===== src/sfsp_defs.vh =====
// sfsp_defs.vh: register offsets, field positions and widths for the
// supply fault and status plane. assumes an 8-bit register address.
`ifndef SFSP_DEFS_VH
`define SFSP_DEFS_VH

// register offsets
`define SFSP_ADDR_FAULT_LO 8'hE0
`define SFSP_ADDR_FAULT_HI 8'hE1
`define SFSP_ADDR_OV_LO 8'hE2
`define SFSP_ADDR_OV_HI 8'hE3
`define SFSP_ADDR_UV_LO 8'hE4
`define SFSP_ADDR_UV_HI 8'hE5
`define SFSP_ADDR_LIM_LO 8'hE6
`define SFSP_ADDR_LIM_HI 8'hE7
`define SFSP_ADDR_DIG 8'hE8

// widths
`define SFSP_NSENSE 4
`define SFSP_NDUAL 5
`define SFSP_NAUX 3
`define SFSP_NCH 10
`define SFSP_NLIM 13

// fault plane bit positions in the 10-bit plane (lo byte then hi byte)
`define SFSP_FP_SENSE_LSB 0
`define SFSP_FP_HIGH 4
`define SFSP_FP_DUAL_LSB 5

// reset values
`define SFSP_FAULT_RST 10'h000
`define SFSP_RDATA_RST 8'h00

`endif


===== src/sfsp_fault_latch.v =====
// sfsp_fault_latch.v: sticky fault plane capture.
// assumes fault indications are already resolved per channel and synchronous.
`timescale 1ns/1ps
`default_nettype none
`include "sfsp_defs.vh"

module sfsp_fault_latch (
  input wire ref_clk,
  input wire rst_b,
  input wire latch_en,
  input wire [`SFSP_NCH-1:0] fault_in,
  output reg [`SFSP_NCH-1:0] fault_plane_r
);

  wire [`SFSP_NCH-1:0] fault_plane_nxt;

  // sticky: no clear exists, so only reset empties the plane
  assign fault_plane_nxt = fault_plane_r | (latch_en ? fault_in : {`SFSP_NCH{1'b0}});

  always @(posedge ref_clk or negedge rst_b) begin
    if (!rst_b) begin
      fault_plane_r <= `SFSP_FAULT_RST;
    end else begin
      fault_plane_r <= fault_plane_nxt;
    end
  end

endmodule // sfsp_fault_latch

`default_nettype wire


===== src/sfsp_warn_or.v =====
// sfsp_warn_or.v: wide OR that forms the sequencing engine warning.
// assumes limit and detector flags are synchronous levels.
`timescale 1ns/1ps
`default_nettype none
`include "sfsp_defs.vh"

module sfsp_warn_or (
  input wire ref_clk,
  input wire rst_b,
  input wire [`SFSP_NLIM-1:0] limit_flags,
  input wire [`SFSP_NSENSE:0] sec_ov,
  input wire [`SFSP_NSENSE:0] sec_uv,
  input wire sec_en,
  output reg warning_r
);

  wire warning_nxt;

  // secondary detectors only count when they are active
  assign warning_nxt = (|limit_flags) | (sec_en & ((|sec_ov) | (|sec_uv)));

  // registered so the engine sees a clean level
  always @(posedge ref_clk or negedge rst_b) begin
    if (!rst_b) begin
      warning_r <= 1'b0;
    end else begin
      warning_r <= warning_nxt;
    end
  end

endmodule // sfsp_warn_or

`default_nettype wire


===== src/sfsp_status_plane.v =====
// sfsp_status_plane.v: fault plane and live status registers of a supply
// sequencer, read through a simple synchronous register port.
// assumes all inputs are synchronous to ref_clk; the serial bus front end
// lives outside and presents address, read and write strobes.
`timescale 1ns/1ps
`default_nettype none
`include "sfsp_defs.vh"

// Contract
// - warning to the engine is OR of all limit and secondary detector outputs
// - secondary detectors on sense and high inputs work only in digital input mode; the warning counts all of them once any dual pin is digital
// - fault plane reports window faults, logic deassertion and limit violations
// - each fault bit is one function; one means a fault happened; dual bits of a pin in digital mode hold its logic level instead
// - dual-use pin in digital mode captures its true logic level
// - faults latch only while the active state's latch enable is one
// - over, under, limit and digital status registers are live, never latched
// - fault register low: dual 3..1, high-range, sense 4..1
// - fault register high: dual 5 in bit 1, dual 4 in bit 0
// - overvoltage low: dual 3..1 or warning, high-range, sense 4..1
// - overvoltage high: dual 5 or high warning, dual 4 or sense 4 warning
// - undervoltage low: dual 3..1 or warning, high-range, sense 4..1
// - undervoltage high: dual 5 or high warning, dual 4 or sense 4 warning
// - limit low: sense 1..4, high-range, dual 1..3 with limit sense one
// - limit high: dual 4, dual 5, three auxiliary or temperature channels
// - digital status: conditioned logic state of dual inputs 5..1 in bits 4..0
module sfsp_status_plane (
  input wire ref_clk,
  input wire rst_b,
  // register port
  input wire [7:0] reg_addr,
  input wire reg_rd,
  input wire reg_wr,
  input wire [7:0] reg_wdata,
  output reg [7:0] reg_rdata_r,
  output wire reg_hit,
  // sequencer side
  input wire state_fault_latch_en,
  output wire warning,
  // per-input configuration: 1 = dual-use input acts as digital input
  input wire [`SFSP_NDUAL-1:0] dual_is_digital,
  // supply_sense_input_1..4 and high_range_input window comparators
  input wire [`SFSP_NSENSE-1:0] sense_ov,
  input wire [`SFSP_NSENSE-1:0] sense_uv,
  input wire high_ov,
  input wire high_uv,
  // secondary detectors on sense 1..4 and high-range (bit 4)
  input wire [`SFSP_NSENSE:0] sec_ov,
  input wire [`SFSP_NSENSE:0] sec_uv,
  // dual_use_input_1..5 detectors
  input wire [`SFSP_NDUAL-1:0] dual_ov,
  input wire [`SFSP_NDUAL-1:0] dual_uv,
  // conditioned logic level of dual_use_input_1..5
  input wire [`SFSP_NDUAL-1:0] dual_logic,
  // adc limit comparisons: sense 1..4, high, dual 1..5, aux 1..3
  input wire [`SFSP_NSENSE-1:0] lim_sense,
  input wire lim_high,
  input wire [`SFSP_NDUAL-1:0] lim_dual,
  input wire [`SFSP_NAUX-1:0] lim_aux,
  // monitored logic input deassertion per dual pin, used in fault mode
  input wire [`SFSP_NDUAL-1:0] dual_deasserted,
  output wire [`SFSP_NCH-1:0] fault_plane
);

  // any secondary detector counts only when some dual pin is digital
  wire sec_en;
  // sec detectors enabled per dual pin: dual k pairs with sense k, dual 5 with high
  wire [`SFSP_NDUAL-1:0] sec_gate;
  wire [`SFSP_NDUAL-1:0] dual_ov_view;
  wire [`SFSP_NDUAL-1:0] dual_uv_view;
  wire [`SFSP_NDUAL-1:0] dual_fault;
  wire [`SFSP_NSENSE-1:0] sense_fault;
  wire high_fault;
  wire [`SFSP_NCH-1:0] fault_in;
  wire [`SFSP_NLIM-1:0] limit_flags;
  reg [7:0] rdata_nxt;

  // decode of the nine status addresses, used only for the hit flag; the read mux decodes the address itself
  function is_mapped;
    input [7:0] a;
    begin
      is_mapped = (a >= `SFSP_ADDR_FAULT_LO) && (a <= `SFSP_ADDR_DIG);
    end
  endfunction

  assign sec_en = |dual_is_digital;
  assign sec_gate = dual_is_digital;

  // a dual pin in detector mode shows its own detector, otherwise the
  // secondary warning of its partner sense or high-range input
  assign dual_ov_view = (dual_ov & ~dual_is_digital) | (sec_ov & sec_gate);
  assign dual_uv_view = (dual_uv & ~dual_is_digital) | (sec_uv & sec_gate);

  // fault causes: window excursion, logic deassertion, limit violation
  assign sense_fault = sense_ov | sense_uv | lim_sense;
  assign high_fault = high_ov | high_uv | lim_high;
  // digital mode records the true pin level, not a fault
  assign dual_fault = (dual_logic & dual_is_digital) |
                      ((dual_ov | dual_uv | dual_deasserted | lim_dual) & ~dual_is_digital);

  // plane layout: sense 1..4 at 3:0, high at 4, dual 1..5 at 9:5
  assign fault_in = {dual_fault, high_fault, sense_fault};

  sfsp_fault_latch u_latch (
    .ref_clk(ref_clk),
    .rst_b(rst_b),
    .latch_en(state_fault_latch_en),
    .fault_in(fault_in),
    .fault_plane_r(fault_plane)
  );

  // limit flags in register order: sense, high, dual, aux
  assign limit_flags = {lim_aux, lim_dual, lim_high, lim_sense};

  sfsp_warn_or u_warn (
    .ref_clk(ref_clk),
    .rst_b(rst_b),
    .limit_flags(limit_flags),
    .sec_ov(sec_ov),
    .sec_uv(sec_uv),
    .sec_en(sec_en),
    .warning_r(warning)
  );

  assign reg_hit = (reg_rd | reg_wr) & is_mapped(reg_addr);

  // read mux; status views are live inputs, never stored
  always @* begin
    rdata_nxt = `SFSP_RDATA_RST;
    case (reg_addr)
      `SFSP_ADDR_FAULT_LO: rdata_nxt = fault_plane[7:0];
      `SFSP_ADDR_FAULT_HI: rdata_nxt = {6'b00_0000, fault_plane[9:8]};
      `SFSP_ADDR_OV_LO: rdata_nxt = {dual_ov_view[2:0], high_ov, sense_ov};
      `SFSP_ADDR_OV_HI: rdata_nxt = {6'b00_0000, dual_ov_view[4:3]};
      `SFSP_ADDR_UV_LO: rdata_nxt = {dual_uv_view[2:0], high_uv, sense_uv};
      `SFSP_ADDR_UV_HI: rdata_nxt = {6'b00_0000, dual_uv_view[4:3]};
      `SFSP_ADDR_LIM_LO: rdata_nxt = {lim_dual[2:0], lim_high, lim_sense};
      `SFSP_ADDR_LIM_HI: rdata_nxt = {3'b000, lim_aux, lim_dual[4:3]};
      `SFSP_ADDR_DIG: rdata_nxt = {3'b000, dual_logic};
      default: rdata_nxt = `SFSP_RDATA_RST;
    endcase
  end

  // read data registered on a read strobe; writes change no state and only
  // raise reg_hit, since every register here is read-only
  always @(posedge ref_clk or negedge rst_b) begin
    if (!rst_b) begin
      reg_rdata_r <= `SFSP_RDATA_RST;
    end else if (reg_rd) begin
      reg_rdata_r <= rdata_nxt;
    end
  end

endmodule // sfsp_status_plane

`default_nettype wire


===== config.mk =====
export PLATFORM = sky130hd
export DESIGN_NAME = sfsp_status_plane
export DESIGN_NICKNAME = d
export VERILOG_FILES = /design/src/sfsp_fault_latch.v /design/src/sfsp_warn_or.v /design/src/sfsp_status_plane.v
export VERILOG_INCLUDE_DIRS = /design/src
export SDC_FILE = /design/constraint.sdc
export NUM_CORES = 1
export LEC_CHECK = 0
export ABC_AREA = 1
export BUFFER_PORTS_ARGS = -buffer_cell sky130_fd_sc_hd__buf_2
export CAP_MARGIN = 0
export CORE_MARGIN = 4
export CORE_UTILIZATION = 39
export DETAILED_ROUTE_END_ITERATION = 8
export GPL_TIMING_DRIVEN = 0
export PLACE_DENSITY = 0.74
export SLEW_MARGIN = 5
export SYNTH_ARGS = -nofsm -noshare
export SYNTH_HDL_FRONTEND = slang
export SYNTH_SLANG_ARGS = --single-unit

===== constraint.sdc =====
create_clock -name ref_clk -period 0.86 [get_ports ref_clk]
set_input_delay 0.086 -clock ref_clk [delete_from_list [all_inputs] [get_ports ref_clk]]
set_output_delay 0.086 -clock ref_clk [all_outputs]
set_load 0.05 [all_outputs]

==> results of run 1 <==
[flip-flops by register name, summed over array words and instances, names as in the netlist]
register and flops:
u_latch.fault_plane_r 10, reg_rdata_r 8, u_warn.warning_r 1
[power groups by stage]
stage | combinational (W) | clock [W] | sequential (W)
after floorplan | 0.000210 | 0 | 0.000938
after global placement | 0.000519 | 0 | 0.000918
after detailed placement | 0.000522 | 0 | 0.000918
after CTS | 0.000588 | 0.000679 | 0.000901
after global routing | 0.000690 | 0.000705 | 0.000902
final | 0.000628 | 0.000668 | 0.000901
[worst register-to-register path, cell delays in order (launching register included)]
cell and delay (ns):
dfrtp_2 0.43, nand3_2 0.10, nand3_2 0.06, nor2_1 0.09
nand2_1 0.07, nand2_1 0.06, nand2_1 0.04
[worst min-delay path by stage]
stage | from | to | slack, ns | cells after the start
detailed placement | rst_b | reg_rdata_r[7] | 0.07 | 1
finish | reg_rd | reg_rdata_r[6] | 0.08 | 3
global route | reg_rd | reg_rdata_r[6] | 0.11 | 3
global placement | rst_b | reg_rdata_r[7] | 0.06 | 1
CTS | reg_rd | reg_rdata_r[6] | 0.08 | 3
floorplan | rst_b | reg_rdata_r[0] | -0.21 | 0
[layout by cell type (no fill, tap or decap)]
master,n
a21oi_1,3
a21oi_2,2
a31o_2,2
buf_2,64
buf_4,17
buf_6,28
buf_8,5
clkbuf_1,1
clkbuf_4,1
clkbuf_8,4
clkinv_4,2
dfrtp_1,9
dfrtp_2,10
dlygate4sd3_1,1
inv_1,21
inv_16,1
inv_2,6
inv_4,1
nand2_1,58
nand2_2,5
nand2_4,5
nand2_8,1
nand3_1,28
nand3_2,7
nand4_1,9
nor2_1,22
nor2_2,5
nor2_4,7
nor2_8,1
nor3_1,12
nor4_1,3
o21ai_0,10
o21ai_1,3
o21ai_2,2
o21bai_1,3
o31ai_1,1
or2_2,3
[timing repair]
item                                    CTS  global route
hold buffers                              1             0
pin swaps                                18            15
hold endpoints to repair                 19             0
gates resized for setup                  67            24
buffers inserted                         20             8
endpoints found under the setup margin   28            28
[kinds of logic (layout without fill, tap and decap cells)]
kind of cell / count (synthesis) / after routing / synth area share (%)
AOI/OAI and AO/OA: 26 / 26 / 9.39
buffers and inverters: 35 / 152 / 10.7
DFF: 19 / 19 / 30.3
and+or+nand+nor: 166 / 166 / 49.7
[through the flow]
stage,cell area (um2),total power [W]
final,2670,0.00220
after global routing,2670,0.00230
after CTS,2560,0.00217
after detailed placement,2160,0.00144
after global placement,2160,0.00144
after floorplan,1650,0.00115
[metal layers]
layer | global-route usage [%] | wire, um
met4 | 5.85 | 133
met5 | 0 | 0
met1 | 29.5 | 2270
met2 | 43.1 | 2990
met3 | 3.93 | 672
[layout make-up]
class                      count  share of cell area [%]
multi-input combinational    192                    39.8
timing repair buffer         113                    30.5
sequential                    19                    18.3
inverter                      31                    5.43
tap                           48                    2.25
buffer                         4                    2.06
clock buffer                   4                    1.69
==> metrics.txt, run 1 <==
Crit path depth 9; CTS root buffer clkbuf_8; Final Critical Period 1.11 ns; RSZ-0062 raised after global routing true; TritonCTS clock tree built; Slowest-stage cell, CP nand4_1; Setup WS pre-CTS -0.561 ns; Worst Path Required 0.77 ns; DR DRC count 0; Hold Slack 0.0794 ns; Worst VDD drop 0.000810 V; router iterations before antenna repair 4; Startpoint Class input pin; Flop pwr share 41.0%; DRT Wirelength 6070 um; switching share of power 31.7%; cell taking the most area after synthesis dfrtp_1; Synth Area per Inst 6.39 um2; chip width 71.5 um; crit-path leading delay family simple AND/OR/NAND/NOR gates; Layout area overhead 70.1%; Mapped Cells 246; list of most frequent post-synthesis cells nand2_1, nand3_1, nor2_1, inv_1, dfrtp_1; r2r endpoint reg_rdata_r[0]; Initial Util 41.7%; Final Instance Count excl. Fillers 411; reg2reg path depth 6; io pins 99; clock-pin slew on the worst setup and hold paths 0.08 ns; nets 443; combinational share of power 28.6%; PwrDens 822 nW/um2; first-pass GRT wire length 9810 um; CP endpoint kind output pin; final core occ 70.9%; Leak Pwr 1.43 nW; CP Buf/Inv Count 3; number of diodes 0; Seq/Total Area, Yosys 30.3%; Total Routing Usage GR 23.9%; Slew Limit Fails 0; gpl congestion 0.955; Avg Vias per Cell 5.20; DR iter-0 viols 159; grt ovf 0; layout cell share with drive strength beyond 1 49.3%; share of the synthesized area in the top cell type 30.3%; Fin. Hold Viols 0; Synthesized Nets 325; core box area 3770 um2; Setup CP Type in2out; fin crit share 129%; number of max-cap violations 0; Psw 0.000697 W; setup ws final -0.253 ns; Worst Tran Pin Value 0.457 ns; clock sink count 19; PortBufs 89; Cell Area, Synth 1570 um2; Worst EP arrival 1.03 ns; vias in the first global route 2162; Reg2Reg Setup Slack -0.08 ns; DR WL/cell 14.8 um; cell internal pwr 0.00150 W; CP peak stage delay 0.16 ns; CP Capture Point reg_hit; synth warn 0; DIE AREA 5110 um2; maximum clock path buffer count 2; library cells used by synthesis 23; CTS Buf Count 3; Row Count 22; chip height 71.5 um; clk_lat worst skew 0.26 ns; clock share of power 30.4%; most common cell in the netlist nand2_1; final setup fails 28; status finished with violations; H-tree levels 1; largest cells by area after synthesis dfrtp_1, nand2_1, nand3_1, nor2_1, inv_1; Clock Skews 0.00196 ns; Max Clk Rate 898 MHz; Async S/R FF share, synth 100%; Post-synth EDFFs 0; reg2reg start u_latch.fault_plane_r[8]; Crit Path Max Fanout 2; HPWL after DPL 4590 um; largest net degree at the start of global routing 20; beginning of the critical path reg_addr[0]; failing checks negative setup slack; TNS Setup -1.80 ns; initial antenna violation count 0; min-delay worst type in2reg; FF/Latch Area 488 um2; via count 2138; Filler cells 315; cell count after placement 383; count of state elements after synthesis 19; antenna-violating nets left 0; max_slew headroom 69.5%; ys flop type dfrtp_1; area of the multi-input gates 1060 um2; critical path, cell by cell buf_8 > clkinv_4 > nand2_4 > nor2_4 > nand2_2 > o21ai_2 > nand4_1 > nor2_4 > buf_8
Power figures use the tool's default switching activity.
==> run 2, diff against run 1 <==
==> constraint.sdc (replaced) <==
create_clock -name ref_clk -period 0.86 [get_ports ref_clk]
set_input_delay 0.086 -clock ref_clk [delete_from_list [all_inputs] [get_ports ref_clk]]
set_output_delay 0.086 -clock ref_clk [all_outputs]
set_load 0.005 [all_outputs]
==> run 2 against run 1 <==
The flow still finishes with violations (negative setup slack). Non-clock buffer count decreased by 4. Clock skew increased by 0.0035 ns. Largest power group unchanged. Hold slack improved by 0.0063 ns. Sequential share of layout area increased by 1.4 points. Critical path depth unchanged. Critical path type unchanged. Global-route usage decreased by 2.3 points. Register-to-register slack about the same. Final area decreased by 9.7%. Setup slack improved by 0.15 ns. Clock power decreased by 4.0%.
==> metrics.txt, run 2 (synthesized netlist as in run 1, its figures left out) <==
Worst Tran Pin Value 0.463 ns; Slew Limit Fails 0; failing checks negative setup slack; Initial Util 41.7%; layout cell share with drive strength beyond 1 43.2%; reg2reg path depth 6; Crit Path Max Fanout 4; max_slew headroom 69.1%; Max Clk Rate 1030 MHz; Psw 0.000631 W; Worst EP arrival 0.88 ns; CP peak stage delay 0.13 ns; CTS Buf Count 3; Leak Pwr 1.33 nW; Crit path depth 9; Hold Slack 0.0857 ns; hold path depth 3; clock share of power 30.5%; beginning of the critical path reg_addr[4]; CP Buf/Inv Count 3; Top reg by flops u_latch.fault_plane_r; Flop pwr share 42.9%; H-tree levels 1; DR iter-0 viols 108; critical path, cell by cell buf_12 > inv_16 > nand2_8 > nor2_8 > nand2_2 > o21ai_1 > nand4_1 > nor2_1 > buf_2; largest registers u_latch.fault_plane_r x10, reg_rdata_r x8, u_warn.warning_r x1; crit-path leading delay family simple AND/OR/NAND/NOR gates; PortBufs 89; cell internal pwr 0.00147 W; most common cell after layout, fill and taps aside buf_2; min-delay worst type in2reg; Fin. Hold Viols 0; Total Routing Usage GR 21.6%; io pins 99; fin crit share 113%; clk_lat worst skew 0.26 ns; chip height 71.5 um; Avg Vias per Cell 5.15; most frequent cells in the layout buf_2, nand2_1, nand3_1, inv_1, nor2_1; reg2reg start u_latch.fault_plane_r[9]; status finished with violations; DR WL/cell 13.8 um; Clock Skews 0.00546 ns; combinational share of power 26.6%; Row Count 22; initial antenna violation count 0; switching share of power 30.1%; nets 439; gpl congestion 0.925; DIE AREA 5110 um2; router iterations before antenna repair 4; max FFs per register 10; chip width 71.5 um; Worst Path Required 0.77 ns; CTS root buffer clkbuf_8; number of diodes 0; number of max-cap violations 0; via count 2095; HPWL after DPL 4560 um; RSZ-0062 raised after global routing true; vias in the first global route 2063; DR DRC count 0; TritonCTS clock tree built; Setup CP Type in2out; grt ovf 0; core box area 3770 um2; Layout area overhead 53.6%; Final Critical Period 0.968 ns; TNS Setup -0.700 ns; clock sink count 19; setup ws final -0.108 ns; Slowest-stage cell, CP nor2_8; largest net degree at the start of global routing 20; PwrDens 870 nW/um2; final setup fails 15; first-pass GRT wire length 8960 um; antenna-violating nets left 0; Filler cells 385; min-delay src reg_rd; clock-pin slew on the worst setup and hold paths 0.08 ns; Worst VDD drop 0.000445 V; CP endpoint kind output pin; maximum clock path buffer count 2; DRT Wirelength 5630 um; Startpoint Class input pin
## run 2: timing repair
| action | CTS | global route |
|---|---|---|
| buffers inserted | 12 | 7 |
| hold buffers | 1 | 0 |
| pin swaps | 9 | 9 |
| gates cloned | 0 | 0 |
| endpoints found under the setup margin | 20 | 28 |
| endpoints found under the hold margin | 19 | 0 |
| gates resized for setup | 18 | 16 |
## run 2: worst register-to-register path, stage by stage (launching register included)
cell,delay (ns)
dfrtp_1,0.41
nand3_2,0.09
nand3_2,0.07
nor2_2,0.10
nand2_1,0.06
nand2_1,0.05
nand2_1,0.04
## run 2: layout make-up
type | count | area [um2] | area share [%]
Timing Repair Buffer | 109 | 632 | 26.2
Buffer | 4 | 58.8 | 2.44
Clock buffer | 3 | 41.3 | 1.71
Tap cell | 48 | 60.1 | 2.49
Multi-Input combinational cell | 192 | 1010 | 41.7
Inverter | 31 | 135 | 5.60
Clock inverter | 1 | 5.00 | 0.207
Sequential cell | 19 | 475 | 19.7
## run 2: metrics by stage
stage / total power, W / std cells / area, um2 / util (%) / setup slack (ns)
after floorplan: 0.00112 / 246 / 1600 / - / -0.00688
after global placement: 0.00140 / 383 / 2110 / 55.9 / -0.367
after detailed placement: 0.00140 / 383 / 2110 / 55.9 / -0.416
after CTS: 0.00210 / 400 / 2310 / 61.2 / -0.136
after global routing: 0.00222 / 407 / 2410 / 64.0 / -0.200
final: 0.00210 / 407 / 2410 / 64.0 / -0.108
## run 2: worst paths after layout
check | endpoint | slack (ns)
min in group asynchronous | reg_rdata_r[6] | 0.31
hold / removal | reg_rdata_r[6] | 0.09
hold reg to reg | reg_rdata_r[2] | 0.48
setup / recovery | reg_hit | -0.11
setup reg to reg | reg_rdata_r[1] | -0.07
max in group asynchronous | reg_rdata_r[4] | 0.23
## run 2: per-layer routing
| layer | track usage, % | part of all wire [%] |
|---|---|---|
| met1 | 28.2 | 41 |
| met3 | 4.63 | 12 |
| met2 | 37.1 | 46 |
| met5 | 0 | 0 |
| met4 | 3.76 | 0.78 |
## run 2: power by group through the flow
| stage | sequential, W | clock, W | combinational (W) |
|---|---|---|---|
| floorplan | 0.000919 | 0 | 0.000197 |
| CTS | 0.000900 | 0.000667 | 0.000531 |
| detailed placement | 0.000918 | 0 | 0.000483 |
| finish | 0.000900 | 0.000641 | 0.000558 |
| global route | 0.000901 | 0.000702 | 0.000615 |
| global placement | 0.000918 | 0 | 0.000480 |
==> run 3, diff against run 2 <==
--- a/config.mk
+++ b/config.mk
@@ -6,11 +6,10 @@
 export SDC_FILE = /design/constraint.sdc
 export NUM_CORES = 1
 export LEC_CHECK = 0
-export ABC_AREA = 1
 export BUFFER_PORTS_ARGS = -buffer_cell sky130_fd_sc_hd__buf_2
 export CAP_MARGIN = 0
 export CORE_MARGIN = 4
-export CORE_UTILIZATION = 39
+export CORE_UTILIZATION = 38
 export DETAILED_ROUTE_END_ITERATION = 8
 export GPL_TIMING_DRIVEN = 0
 export PLACE_DENSITY = 0.74
==> run 3 against run 2 <==
The run still ends with negative setup slack left. Global-route usage fell by 0.46 points. Cell count decreased by 23%. Hold slack worse by 0.025 ns. Maximum frequency is 13% lower. Combinational power is 6.1% higher. Clock-buffer cell count unchanged. Setup slack worse by 0.15 ns. Sequential power is 0.8% lower. Area after synthesis fell by 7.2%. Final area shrank 4.1%. Flip-flop and latch count is the same. Critical path depth decreased by 6. Largest cell class unchanged. Highest routed layer unchanged.
==> metrics.txt, run 3 <==
layout cell share with drive strength beyond 1 52.6%; most frequent cells in the layout buf_2, dfrtp_1, mux2i_1, buf_6, buf_4; Async S/R FF share, synth 100%; maximum clock path buffer count 2; failing checks negative setup slack; max_slew headroom 63.1%; crit-path leading delay family compound AO/OA/AOI/OAI gates; most common cell after layout, fill and taps aside buf_2; ys flop type dfrtp_1; chip height 69.9 um; library cells used by synthesis 45; Worst VDD drop 0.000897 V; Finished Cell Area 2310 um2; Top reg by flops u_latch.fault_plane_r; status finished with violations; first-pass GRT wire length 8290 um; largest registers u_latch.fault_plane_r x10, reg_rdata_r x8, u_warn.warning_r x1; Avg Vias per Cell 5.69; clk_lat worst skew 0.27 ns; share of the synthesized area in the top cell type 32.6%; Setup CP Type reg2reg; CTS Buf Count 3; DR WL/cell 17.1 um; setup ws final -0.254 ns; CP peak stage delay 0.41 ns; number of max-cap violations 0; Initial Util 39.5%; DP Area 1970 um2; PwrDens 936 nW/um2; Crit Path Max Fanout 2; gpl congestion 0.930; nets 346; Layout area overhead 58.8%; PortBufs 87; CP Buf/Inv Count 0; max FFs per register 10; Startpoint Class register; largest cells by area after synthesis dfrtp_1, mux2i_1, nor4_1, o2bb2ai_1, o21ai_0; Max Clk Rate 898 MHz; Cell Area, Synth 1460 um2; final setup fails 30; cell taking the most area after synthesis dfrtp_1; clock-pin slew on the worst setup and hold paths 0.08 ns; TritonCTS clock tree built; grt ovf 0; Worst EP arrival 1.27 ns; Fin. Hold Viols 0; initial antenna violation count 0; DRT Wirelength 5380 um; CTS root buffer clkbuf_8; router iterations before antenna repair 7; Setup WS pre-CTS -0.484 ns; count of state elements after synthesis 19; cell count after placement 290; antenna-violating nets left 0; Slowest-stage cell, CP dfrtp_1; chip width 69.9 um; list of most frequent post-synthesis cells dfrtp_1, mux2i_1, nand2_1, o21ai_0, nor4_1; Leak Pwr 1.04 nW; Synthesized Nets 234; Final Instance Count excl. Fillers 314; Seq/Total Area, Yosys 32.6%; DR iter-0 viols 143; Post-synth EDFFs 0; Clock Skews 0.00432 ns; CP endpoint kind register; Mapped Cells 155; DIE AREA 4890 um2; synth warn 0; via count 1787; clock sink count 19; vias in the first global route 1702; Slew Limit Fails 0; number of diodes 0; io pins 99; H-tree levels 1; Total Routing Usage GR 21.1%; largest net degree at the start of global routing 20; Row Count 22; Synth Area per Inst 9.40 um2; most common cell in the netlist dfrtp_1; fin crit share 129%; min-delay worst type in2reg; core box area 3690 um2; critical path, cell by cell a221o_1 > a21oi_2 > o2bb2ai_2; HPWL after DPL 4090 um; RSZ-0062 raised after global routing true; Worst Path Required 1.02 ns; Final Critical Period 1.11 ns; DR DRC count 0; Worst Tran Pin Value 0.554 ns
-- run 3: logic make-up after synthesis --
kind of cell	after synthesis	share of synthesized area, %
muxes	19	13.5
buffers and inverters	9	4.03
DFF	19	32.6
AOI/OAI and AO/OA	51	26.9
and+or+nand+nor	57	23.0
-- run 3: worst paths after layout --
check	cells after the start	end	slack [ns]	start
hold reg to reg	1	reg_rdata_r[4]	0.49	reg_rdata_r[4]
min in group asynchronous	2	u_latch.fault_plane_r[4]	0.30	rst_b
setup reg to reg	3	reg_rdata_r[6]	-0.25	u_latch.fault_plane_r[6]
max in group asynchronous	2	reg_rdata_r[1]	0.25	rst_b
hold / removal	3	u_latch.fault_plane_r[3]	0.06	sense_uv[3]
setup / recovery	3	reg_rdata_r[6]	-0.25	u_latch.fault_plane_r[6]
-- run 3: final cells by class --
type	instances	area, um2
timing repair buffer	107	649
sequential	19	475
buffer	7	72.6
multi-input combinational	127	1000
tap	48	60.1
inverter	2	7.51
fill	319	1370
clock buffer	3	41.3
clock inverter	1	7.51
-- run 3: tightest hold or removal path: cells and delay by family --
kind | cells | cell delay [ns]
buffers and inverters | 1 | 0.09
and+or+nand+nor | 1 | 0.06
AOI/OAI and AO/OA | 1 | 0.07
-- run 3: layer usage --
layer  wire (um)  GRT usage, %  vias up
met5           0             0        -
met4          55          4.26        0
met3         557          6.19        8
met2        2650          34.9      101
met1        2120          27.4      840
li1            -             -      838
-- run 3: repair_timing --
item,4_1_cts,5_1_grt
hold endpoints to repair,19,0
gates resized for setup,16,13
pin swaps,13,8
hold buffers,1,0
buffers inserted,12,7
setup endpoints to repair,28,28
-- run 3: where the power goes --
part	switching [W]	internal [W]
clock network	0.000354	0.000328
logic	0.000312	0.000281
registers	0.000000232	0.000893
total	0.000666	0.00150
-- run 3: stage by stage --
step | util [%] | hold WS, ns | TNS, ns | power (W)
2_1_floorplan | - | -0.210 | -1.60 | 0.00115
3_3_place_gp | 53.4 | 0.0451 | -3.84 | 0.00143
3_5_place_dp | 53.4 | 0.0514 | -3.93 | 0.00144
4_1_cts | 59.7 | 0.0536 | -2.23 | 0.00215
5_1_grt | 62.8 | 0.0698 | -3.51 | 0.00226
6_report | 62.8 | 0.0606 | -2.42 | 0.00217
